**config.mk**
```make
export PLATFORM = sky130hd
export DESIGN_NAME = osc_op_state_control
export DESIGN_NICKNAME = d
export VERILOG_FILES = /design/src/inc/osc_pkg.sv /design/src/hdl/osc_op_state_control.sv
export SDC_FILE = /design/constraint.sdc
export NUM_CORES = 1
export LEC_CHECK = 0
export BUFFER_PORTS_ARGS = -buffer_cell sky130_fd_sc_hd__buf_2
export CORE_MARGIN = 4
export CORE_UTILIZATION = 50
export DETAILED_ROUTE_END_ITERATION = 8
export HOLD_SLACK_MARGIN = 0.05
export PLACE_DENSITY_LB_ADDON = 0.15
export SETUP_SLACK_MARGIN = 0.1
export SKIP_CTS_REPAIR_TIMING = 1
export SLEW_MARGIN = 15
export SYNTH_ARGS = -nofsm -noshare
export SYNTH_HDL_FRONTEND = slang
export SYNTH_SLANG_ARGS = --single-unit
```
**constraint.sdc**
```tcl
create_clock -name clock_i -period 2.8 [get_ports clock_i]
set_input_delay 0.42 -clock clock_i [delete_from_list [all_inputs] [get_ports clock_i]]
set_output_delay 0.42 -clock clock_i [all_outputs]
set_load 0.1 [all_outputs]
```
**src/inc/osc_pkg.sv**
```systemverilog
/*
 * Constants for the operating-state controller: register offsets,
 * field positions, reset values, state codes, commands and timing.
 * Assumes a 125 MHz system clock.
 */
package osc_pkg;

    // ----------------------------------------------------------------
    // Register offsets
    // ----------------------------------------------------------------
    localparam logic [6:0] ADDR_FUNCTION_ENABLE = 7'h46;
    localparam logic [6:0] ADDR_OPERATING_STATE_CONTROL = 7'h47;
    localparam logic [6:0] ADDR_SOFTWARE_RESET = 7'h4f;

    // ----------------------------------------------------------------
    // Field positions and values
    // ----------------------------------------------------------------
    localparam int BIT_SLEEP_TIMER_HALT = 6;
    localparam int BIT_MANUFACTURING_TEST_ENABLE = 5;
    localparam int BIT_FAST_SERIAL_PORT_ENABLE = 2;
    localparam logic [7:0] FUNCTION_ENABLE_RESET = 8'h00;
    localparam logic [4:0] STATE_COMMAND_RESET = 5'h00;
    localparam logic [7:0] SOFT_RESET_KEY = 8'hff;

    // Commands written to the state command field
    localparam logic [4:0] CMD_GO_NVM = 5'h01;
    localparam logic [4:0] CMD_GO_STANDBY = 5'h02;
    localparam logic [4:0] CMD_GO_TUNE = 5'h04;
    localparam logic [4:0] CMD_GO_RECEIVE = 5'h08;
    localparam logic [4:0] CMD_GO_SLEEP = 5'h10;

    // Codes shown in the current state field
    localparam logic [2:0] CODE_POWER_UP = 3'h0;
    localparam logic [2:0] CODE_SLEEP = 3'h1;
    localparam logic [2:0] CODE_STANDBY = 3'h2;
    localparam logic [2:0] CODE_TUNE = 3'h3;
    localparam logic [2:0] CODE_RECEIVE = 3'h4;
    localparam logic [2:0] CODE_NVM = 3'h5;

    // ----------------------------------------------------------------
    // Timing
    // ----------------------------------------------------------------
    localparam int CLOCK_MHZ = 125;
    localparam int POWER_UP_TIME_NS = 1000;
    localparam int POWER_UP_CYCLES = (POWER_UP_TIME_NS * CLOCK_MHZ + 999) / 1000;
    localparam logic [7:0] POWER_UP_LAST = 8'(POWER_UP_CYCLES - 1);

    // Operating states
    typedef enum logic [2:0] {
        OSC_POWER_UP,
        OSC_SLEEP,
        OSC_STANDBY,
        OSC_TUNE,
        OSC_RECEIVE,
        OSC_NVM
    } osc_state_t;

endpackage

```
**src/hdl/osc_op_state_control.sv**
```systemverilog
/*
 * Operating-state controller of a sub-GHz receiver: function-enable
 * register, state command and status register, software reset.
 * Assumes a serial-port front end outside that turns host frames into
 * one-cycle register read and write strobes synchronous to clock_i.
 */
// Function
// - Bit 5 enables manufacturing test, resets 0
// - Bit 2 picks 400 kHz or 1 MHz
// - Bits 7:5 report current operating state
// - Successful power-up ends in sleep state
// - Failed power-on reset stays in power-up
// - No command reaches the power-up state
// - One-hot command codes switch operating state
// - Other command values are ignored
// - Writing 0xff at 0x4f resets device
// - Other soft-reset values do nothing
// - Software reset reruns power-up, then sleep
// - Bit 6 halts the sleep timer
`timescale 1ns/1ps

module osc_op_state_control (
    input wire logic clock_i,
    input wire logic rst_b_i,
    input wire logic ce_i,
    input wire logic por_ok_i,
    input wire logic [6:0] reg_addr_i,
    input wire logic [7:0] reg_wdata_i,
    input wire logic reg_write_i,
    input wire logic reg_read_i,
    output logic [7:0] reg_rdata_o,
    output logic [2:0] current_state_o,
    output logic manufacturing_test_enable_o,
    output logic fast_serial_port_enable_o,
    output logic sleep_timer_halt_o,
    output logic soft_reset_o
);

    // ----------------------------------------------------------------
    // Address decode
    // ----------------------------------------------------------------
    wire logic hit_function_enable = reg_addr_i == osc_pkg::ADDR_FUNCTION_ENABLE;
    wire logic hit_state_control = reg_addr_i == osc_pkg::ADDR_OPERATING_STATE_CONTROL;
    wire logic hit_software_reset = reg_addr_i == osc_pkg::ADDR_SOFTWARE_RESET;
    wire logic write_function_enable = reg_write_i && hit_function_enable;
    wire logic write_state_control = reg_write_i && hit_state_control;
    // Only the exact key fires; anything else falls through silently
    wire logic soft_reset_hit = reg_write_i && hit_software_reset
        && (reg_wdata_i == osc_pkg::SOFT_RESET_KEY);
    // A taken key restarts the state, timer, enable and command registers; the registered outputs restart on the reset pin only
    wire logic soft_reset_take = ce_i && soft_reset_hit;
    wire logic restart = !rst_b_i || soft_reset_take;

    // ----------------------------------------------------------------
    // State and registers
    // ----------------------------------------------------------------
    osc_pkg::osc_state_t state;
    osc_pkg::osc_state_t next_state;
    logic [7:0] function_enable;
    logic [4:0] state_command_field;
    logic command_pending;
    logic [7:0] power_up_count;
    logic [2:0] current_state_field;
    logic [7:0] next_rdata;

    // ----------------------------------------------------------------
    // Power-up timer decode
    // ----------------------------------------------------------------
    // The timer stalls while the power-on check is bad, so a supply
    // that never settles leaves the block parked in power-up
    wire logic power_up_done = power_up_count == osc_pkg::POWER_UP_LAST;
    wire logic power_up_step = state == osc_pkg::OSC_POWER_UP && por_ok_i && !power_up_done;

    // ----------------------------------------------------------------
    // Status code
    // ----------------------------------------------------------------
    // Status code of the present state
    always_comb
    begin
        case (state)
            osc_pkg::OSC_POWER_UP: current_state_field = osc_pkg::CODE_POWER_UP;
            osc_pkg::OSC_SLEEP: current_state_field = osc_pkg::CODE_SLEEP;
            osc_pkg::OSC_STANDBY: current_state_field = osc_pkg::CODE_STANDBY;
            osc_pkg::OSC_TUNE: current_state_field = osc_pkg::CODE_TUNE;
            osc_pkg::OSC_RECEIVE: current_state_field = osc_pkg::CODE_RECEIVE;
            osc_pkg::OSC_NVM: current_state_field = osc_pkg::CODE_NVM;
            default: current_state_field = osc_pkg::CODE_POWER_UP;
        endcase
    end

    // ----------------------------------------------------------------
    // Next state
    // ----------------------------------------------------------------
    // Next operating state; power-up is entered only through reset
    always_comb
    begin
        next_state = state;
        if (state == osc_pkg::OSC_POWER_UP)
        begin
            // Held here for as long as the power-on check fails
            if (por_ok_i && power_up_done)
                next_state = osc_pkg::OSC_SLEEP;
        end
        else if (command_pending)
        begin
            case (state_command_field)
                osc_pkg::CMD_GO_NVM: next_state = osc_pkg::OSC_NVM;
                osc_pkg::CMD_GO_STANDBY: next_state = osc_pkg::OSC_STANDBY;
                osc_pkg::CMD_GO_TUNE: next_state = osc_pkg::OSC_TUNE;
                osc_pkg::CMD_GO_RECEIVE: next_state = osc_pkg::OSC_RECEIVE;
                osc_pkg::CMD_GO_SLEEP: next_state = osc_pkg::OSC_SLEEP;
                default: next_state = state;
            endcase
        end
    end

    // ----------------------------------------------------------------
    // Read-back
    // ----------------------------------------------------------------
    // Reserved and write-only locations read zero; the key register
    // must never echo the key back to the host
    wire logic [7:0] control_readback = {current_state_field, state_command_field};
    assign next_rdata = hit_function_enable ? function_enable
        : (hit_state_control ? control_readback : 8'h00);

    // ----------------------------------------------------------------
    // Registers
    // ----------------------------------------------------------------
    // State machine and power-up timer
    always_ff @(posedge clock_i)
    begin
        if (restart)
        begin
            // Soft reset takes the same path as power-on reset
            state <= osc_pkg::OSC_POWER_UP;
            power_up_count <= 8'h00;
        end
        else if (ce_i)
        begin
            state <= next_state;
            if (power_up_step)
                power_up_count <= power_up_count + 8'h01;
        end
    end

    // Function enable register; reserved bits are stored as written
    always_ff @(posedge clock_i)
    begin
        if (restart)
            function_enable <= osc_pkg::FUNCTION_ENABLE_RESET;
        else if (ce_i && write_function_enable)
            function_enable <= reg_wdata_i;
    end

    // Command field; a write arms one transition, acting clears it
    always_ff @(posedge clock_i)
    begin
        if (restart)
        begin
            state_command_field <= osc_pkg::STATE_COMMAND_RESET;
            command_pending <= 1'b0;
        end
        else if (ce_i)
        begin
            if (write_state_control)
            begin
                state_command_field <= reg_wdata_i[4:0];
                command_pending <= 1'b1;
            end
            else if (state != osc_pkg::OSC_POWER_UP)
                command_pending <= 1'b0;
        end
    end

    // ----------------------------------------------------------------
    // Registered outputs
    // ----------------------------------------------------------------
    // Read data holds until the next read strobe; a soft reset leaves it
    always_ff @(posedge clock_i)
    begin
        if (!rst_b_i)
            reg_rdata_o <= 8'h00;
        else if (ce_i && reg_read_i)
            reg_rdata_o <= next_rdata;
    end

    // Status lags the state by one cycle so it leaves a flip-flop
    always_ff @(posedge clock_i)
    begin
        if (!rst_b_i)
            current_state_o <= osc_pkg::CODE_POWER_UP;
        else if (ce_i)
            current_state_o <= current_state_field;
    end

    // Enable levels follow the stored register bits
    always_ff @(posedge clock_i)
    begin
        if (!rst_b_i)
        begin
            manufacturing_test_enable_o <= 1'b0;
            fast_serial_port_enable_o <= 1'b0;
            sleep_timer_halt_o <= 1'b0;
        end
        else if (ce_i)
        begin
            manufacturing_test_enable_o <= function_enable[osc_pkg::BIT_MANUFACTURING_TEST_ENABLE];
            fast_serial_port_enable_o <= function_enable[osc_pkg::BIT_FAST_SERIAL_PORT_ENABLE];
            sleep_timer_halt_o <= function_enable[osc_pkg::BIT_SLEEP_TIMER_HALT];
        end
    end

    // One-cycle pulse per accepted key, for the rest of the chip
    always_ff @(posedge clock_i)
    begin
        if (!rst_b_i)
            soft_reset_o <= 1'b0;
        else if (ce_i)
            soft_reset_o <= soft_reset_hit;
    end

endmodule // osc_op_state_control

```
==> out/metrics.csv, run 1 <==
stage;metric;value;unit
die;start_util;52.07;%
setup_path;reg2reg_to;state[2]$_SDFFE_PP0P_;
place;placed_area;0.002126;mm2
global_route;grt_max_degree;17;
sta;fin_crit;1.951;ns
die;rows;22;
layout;antenna_cells;0;
setup_path;r2r_start;state_command_field[3]$_SDFFE_PP0P_;
sta;worst_pin_slew;0.6217;ns
synthesis;synthTopCellsByArea;dfxtp_1 (42%), mux2i_1 (15%), nor2_1 (5.1%);
synthesis;synth_top_family_by_area;simple AND/OR/NAND/NOR gates;
power;p_leak;0.9054;nW
sta;tns;0;ns
synthesis;synth-edff-count;0;
synthesis;synth_compound_gate_area_share;9.577;%
global_route;grt_pass1_vias;1462;
detailed_routing;avgViaCountPerCell;5.145;
setup_path;worst_setup_path_start_kind;flip-flop;
sta;relSlewSlack;58.40;%
setup_path;arrival;2.18;ns
setup_path;end_kind;flip-flop;
die;die_w;69.98;um
synthesis;synthArstFlopShare;0;%
hold_path;min_to;function_enable[7]$_SDFFE_PP0P_;
synthesis;synthSimpleGateAreaFrac;23.39;%
job;maxCapViolCount;0;
setup_path;crit_type;flip-flop to flip-flop;
synthesis;synth_top_flop_cell;dfxtp_1;
synthesis;synth_top_cell_area_share;41.69;%
hold_path;hp-class;input port to flip-flop;
layout;layout.nets;264;
sta;setup_violations;0;
hold_path;worstHoldStart;reg_wdata_i[7];
synthesis;synthCells;207;
clock_tree;clk_latency;0.28;ns
global_route;gr-usage-all-layers;17.06;%
place;portBuffers;35;
setup_path;reg2reg_depth;5;
synthesis;synth_fa_ha_area_share;1.303;%
synthesis;synth.distinct_cells;41;
clock_tree;cts_max_path_buffers;2;
detailed_routing;drt.antenna.violating_nets;0;
synthesis;synthMuxAreaShare;15.18;%
synthesis;synth_most_common_cell;dfxtp_1;
status;outcome;finished, final reports clean;
clock_tree;cts_tree;built;
synthesis;syn_nets;230;
place;dpl.hpwl;2928;um
setup_path;cp.required;3.03;ns
detailed_routing;drt_pass1_iterations;4;
synthesis;syn_area;0.001921;mm2
layout;fill_cells;344;
sta;hold_ws;0.3935;ns
synthesis;synth_common_cells;dfxtp_1 (40), mux2i_1 (28), nor2_1 (26);
clock_tree;clkTransAtPathRegs;0.08;ns
global_route;grt_antenna_before_repair;0;
synthesis;postSynthAreaPerCell;9.278;um2
clock_tree;cts.sinks;40;
layout;final_area;0.002216;mm2
setup_path;rrSetupSlack;0.85;ns
sta;finalHoldViolations;0;
detailed_routing;post-route-drc-count;0;
sta;slew_viol_final;0;
sta;rsz0062_at_grt;false;
clock_tree;numCtsBuffers;5;
layout;area_growth_syn_to_layout;15.37;%
detailed_routing;drt-total-wl;3922;um
die;core_area;0.003689;mm2
place;gp_congestion;0.7599;
synthesis;ys.warnings.count;0;
hold_path;holdPathStages;3;
detailed_routing;detail_route.wl_per_cell;13.52;um
detailed_routing;num_vias;1492;
clock_tree;htree_levels;2;
die;die_h;69.98;um
synthesis;yosysTopAreaCell;dfxtp_1;
power;peakVddDrop;0.2823;mV
global_route;grt.overflow.total;0;
power;pwr_density_cell;462.2;mW/mm2
die;ios;36;
clock_tree;clock-root-buffer;clkbuf_8;
die;dieArea;0.004897;mm2
synthesis;ys_ff_latch;40;
detailed_routing;drt_iter0_markers;83;
synthesis;synth_xor_area_share;4.560;%
synthesis;seq_area_frac_synth;41.69;%
sta;fin_crit_sh;69.69;%
sta;finClkSkew;0.006329;ns
layout;layout-drive-gt1-share;21.49;%
setup_path;crit_fanout;9;
sta;max_freq;0.5125;GHz
global_route;grt_pass1_wl;6824;um
==> power breakdown <==
part	switching, W	internal, W	total (W)
Sequential	0.00000211	0.000571	0.000573
Combinational	0.0000361	0.0000281	0.0000642
Clock	0.000186	0.000201	0.000387
Total	0.000225	0.000800	0.00102
==> stage by stage <==
stage,setup WS [ns],instances,util [%],power [W]
after floorplan,0.9153,207,-,0.0006232
after global placement,0.8274,282,57.63,0.0006499
after detailed placement,0.8005,282,57.63,0.0006508
after CTS,0.8458,290,60.07,0.001039
after global routing,0.7061,290,60.07,0.001071
final,0.8486,290,60.07,0.001024
==> logic make-up after synthesis <==
logic type	after synthesis
fa+ha+maj	2
xor+xnor	10
buf+inv	18
compound gates	24
flops	40
simple gates	84
mux	29
==> per-layer routing <==
metal	global-route usage, %	vias to the layer above	part of all wire (%)
met5	0	-	0
met4	5.745	0	0.69
met3	4.173	4	4.0
met2	26.13	29	44
met1	23.39	673	52
li1	-	786	-
==> cells in the final DEF, fill, tap and decap left out, drive strengths merged, types with 2 or more instances in the layout <==
cell type,instances
a21oi,11
and3,2
buf,39
clkbuf,8
dfxtp,40
ha,2
inv,6
mux2i,28
nand2,11
nand3,3
nand4,5
nor2,26
nor2b,15
nor3,10
nor4,2
nor4b,2
o21ai,3
o31ai,2
or3,2
xnor2,2
xor2,8
==> how the worst max path moves through the flow <==
| stage | startpoint | to | slack (ns) | depth (start not counted) |
|---|---|---|---|---|
| after floorplan | reg_addr_i[0] | command_pending$_SDFFE_PP0P_ | 0.92 | 6 |
| after global placement | reg_addr_i[0] | state[0]$_SDFFE_PP0P_ | 0.83 | 7 |
| after detailed placement | reg_addr_i[0] | state[0]$_SDFFE_PP0P_ | 0.80 | 7 |
| after CTS | state_command_field[3]$_SDFFE_PP0P_ | state[2]$_SDFFE_PP0P_ | 0.85 | 5 |
| after global routing | state_command_field[3]$_SDFFE_PP0P_ | state[2]$_SDFFE_PP0P_ | 0.71 | 5 |
| final | state_command_field[3]$_SDFFE_PP0P_ | state[2]$_SDFFE_PP0P_ | 0.85 | 5 |
==> critical path, stage by stage (launching register included) <==
cell,delay (ns)
dfxtp_1,0.54
xnor2_1,0.13
a2111oi_1,0.51
o311ai_2,0.21
or3_1,0.39
a21oi_2,0.11
==> final cells by class <==
cell class | instances | area, um2 | area share [%]
clock buffer | 8 | 90.09 | 4.065
inverter | 6 | 22.52 | 1.016
sequential | 40 | 800.8 | 36.14
timing repair buffer | 39 | 205.2 | 9.260
multi-input combinational | 149 | 1037 | 46.81
tap | 48 | 60.06 | 2.710
==> sequential cells by signal, indices dropped and copies added (netlist names) <==
| register | count |
|---|---|
| state | 3 |
| state_command_field | 5 |
| current_state_o | 3 |
| fast_serial_port_enable_o | 1 |
| power_up_count | 8 |
| sleep_timer_halt_o | 1 |
| soft_reset_o | 1 |
| command_pending | 1 |
| manufacturing_test_enable_o | 1 |
| function_enable | 8 |
| reg_rdata_o | 8 |
Note: power is estimated with default switching activity, not from simulation.
==> run 2: changes to the inputs <==
- CORE_UTILIZATION: 50 -> 49
- clock period: 2.8 -> 1.75 ns (I/O delays scaled with it)
==> run 2 against run 1 <==
  * Clock-buffer cell count shrank 3
  * Critical endpoint unchanged
  * Global-route usage grew 0.58 points
  * Routed wire length grew 2.4%
  * Setup slack lost 0.84 ns
  * Combinational power grew 85%
  * Final cell count grew 6.2%
  * Largest cell class unchanged
  * Fmax grew 12%
  * Register-to-register slack lost 0.84 ns
  * Die area grew 1.8%
  * Flip-flop and latch count is the same
  * First-iteration DRC count shrank 30%
==> out/metrics.csv, run 2 (synthesized netlist as in run 1, its figures left out) <==
stage;metric;value;unit;change
layout;ff_latch_area;803.3;um2;+0.31%
setup_path;reg2reg_to;state[2]$_SDFFE_PP0P_;;
place;placed_area;0.002272;mm2;+6.9%
power;peakVddDrop;0.5921;mV;+110%
sta;tns;0;ns;unchanged
power;p_leak;1.018;nW;+12%
sta;setup_violations;0;;unchanged
detailed_routing;num_vias;1597;;+7.0%
layout;layout.nets;282;;+6.8%
die;start_util;51.68;%;-0.39 points
place;portBuffers;35;;unchanged
place;dp_slack;-0.05708;ns;-0.8576 ns
hold_path;hp-class;input port to flip-flop;;
setup_path;end_kind;flip-flop;;
setup_path;critPathTopFamily;simple AND/OR/NAND/NOR gates;;
sta;max_freq;0.5744;GHz;+12%
setup_path;arrival;1.97;ns;-0.21 ns
setup_path;critPathCapture;state[2]$_SDFFE_PP0P_;;
sta;worst_slack;0.008917;ns;-0.8397 ns
detailed_routing;post-route-drc-count;0;;unchanged
setup_path;crit_type;flip-flop to flip-flop;;
global_route;grt_pass1_vias;1508;;+3.1%
sta;worst_pin_slew;0.4886;ns;-0.1330 ns
clock_tree;cts.sinks;40;;unchanged
detailed_routing;detail_route.wl_per_cell;13.05;um;-3.5%
die;die_h;70.61;um;+0.90%
setup_path;crit_fanout;2;;-7
detailed_routing;drt_iter0_markers;58;;-30%
layout;multi_input_area;0.001062;mm2;+2.4%
power;pwr_density_cell;744.1;mW/mm2;+61%
setup_path;crit_path_max_incr_delay;0.54;ns;about the same
die;dieArea;0.004985;mm2;+1.8%
setup_path;reg2reg_depth;5;;unchanged
die;rows;22;;unchanged
layout;final_area;0.002400;mm2;+8.3%
setup_path;critPathSlowestCell;or4b_4;;
clock_tree;clk_latency;0.29;ns;about the same
detailed_routing;wl_met2;1657;um;-3.4%
setup_path;cp.depth;5;;unchanged
setup_path;critPathLaunch;state[0]$_SDFFE_PP0P_;;
clock_tree;cts_max_path_buffers;2;;unchanged
detailed_routing;avgViaCountPerCell;5.185;;+0.78%
setup_path;rrSetupSlack;0.009;ns;-0.84 ns
detailed_routing;drt-total-wl;4018;um;+2.4%
setup_path;cp_cell_sequence;or4b_4, o31ai_4, o311ai_2, or3_1, a21oi_2;;
clock_tree;cts_tree;built;;
sta;slew_viol_final;0;;unchanged
die;core_area;0.003716;mm2;+0.75%
detailed_routing;top_layer_used;met4;;
layout;final_cell_mix;dfxtp_1 (38), buf_2 (35), mux2i_1 (28), nor2_1 (26), buf_4 (22);;
job;maxCapViolCount;0;;unchanged
setup_path;worst_setup_path_start_kind;flip-flop;;
sta;fin_crit_sh;99.49;%;+30 points
layout;layout_commonest_cell;dfxtp_1;;
sta;rsz0062_at_grt;true;;
clock_tree;numCtsBuffers;5;;unchanged
sta;fin_crit;1.741;ns;-0.2103 ns
detailed_routing;drt.antenna.violating_nets;0;;unchanged
detailed_routing;drt_pass1_iterations;4;;unchanged
hold_path;worstHoldStart;reg_wdata_i[5];;
place;gp_congestion;0.7749;;+2.0%
global_route;grt_antenna_before_repair;0;;unchanged
setup_path;crit_buf_inv;0;;unchanged
global_route;grt_max_degree;17;;unchanged
detailed_routing;wl_met3;205;um;+31%
setup_path;r2r_start;state[0]$_SDFFE_PP0P_;;
die;die_w;70.61;um;+0.90%
global_route;grt_pass1_wl;7079;um;+3.7%
sta;finalHoldViolations;0;;unchanged
clock_tree;htree_levels;2;;unchanged
sta;finClkSkew;0.005931;ns;-0.0003978 ns
place;dpl.hpwl;3118;um;+6.5%
die;ios;36;;unchanged
clock_tree;clkTransAtPathRegs;0.08;ns;about the same
detailed_routing;met1_length;2114;um;+4.6%
layout;layout-drive-gt1-share;30.00;%;+8.5 points
clock_tree;clock-root-buffer;clkbuf_8;;
status;outcome;finished, final reports clean;;
setup_path;cp.required;1.98;ns;-1.05 ns
layout;antenna_cells;0;;unchanged
global_route;grt.overflow.total;0;;unchanged
global_route;gr-usage-all-layers;17.64;%;+0.58 points
layout;fill_cells;320;;-7.0%
sta;relSlewSlack;67.65;%;+9.2 points
layout;top_regs;function_enable (8), power_up_count (8), reg_rdata_o (8);;
layout;area_growth_syn_to_layout;24.95;%;
## run 2: changes by cell type in the layout (fill, tap and decap cells not counted), sizes merged
cell / before / now
bufinv: 0 / 1
buf: 39 / 57
clkinvlp: 0 / 1
clkbuf: 8 / 5
clkinv: 0 / 1
## run 2: routing by layer
metal	vias up	GRT usage (%)
met4	0	5.637
li1	825	-
met5	-	0
met1	735	25.22
met2	32	26.30
met3	5	4.261
## run 2: final cells by class
| cell class | count | area share (%) |
|---|---|---|
| tap | 48 | 2.503 |
| clock inverter | 3 | 1.773 |
| multi-input combinational | 149 | 44.26 |
| sequential | 40 | 33.47 |
| inverter | 6 | 0.9385 |
| timing repair buffer | 57 | 14.18 |
| clock buffer | 5 | 2.868 |
## run 2: per-stage QoR
step | power [W] | instances | utilization [%] | hold WS (ns)
floorplan | 0.001001 | 207 | - | 0.3907
global placement | 0.001050 | 300 | 61.14 | 0.4730
detailed placement | 0.001050 | 300 | 61.14 | 0.4828
CTS | 0.001800 | 308 | 64.14 | 0.2258
global route | 0.001855 | 308 | 64.58 | 0.2422
finish | 0.001786 | 308 | 64.58 | 0.2328
## run 2: worst min-delay path by stage
| stage | end | depth (start not counted) |
|---|---|---|
| global route | state_command_field[0]$_SDFFE_PP0P_ | 3 |
| CTS | function_enable[7]$_SDFFE_PP0P_ | 3 |
| detailed placement | function_enable[0]$_SDFFE_PP0P_ | 2 |
| global placement | function_enable[0]$_SDFFE_PP0P_ | 2 |
| floorplan | current_state_o[0]$_SDFFE_PN0P_ | 1 |
| finish | function_enable[5]$_SDFFE_PP0P_ | 3 |
## run 2: report_power, final
group          total, W  internal [W]  switching, W  leakage, nW
logic          0.000119     0.0000538     0.0000652        0.641
registers      0.000915      0.000913    0.00000197        0.323
clock network  0.000752      0.000422      0.000330       0.0541
total           0.00179       0.00139      0.000397         1.02
## run 2: worst reg2reg max path, delay by kind of cell (launching register included)
| kind | cells | cell delay [ns] |
|---|---|---|
| and+or+nand+nor | 2 | 0.93 |
| AOI/OAI and AO/OA | 3 | 0.45 |
| DFF | 1 | 0.32 |
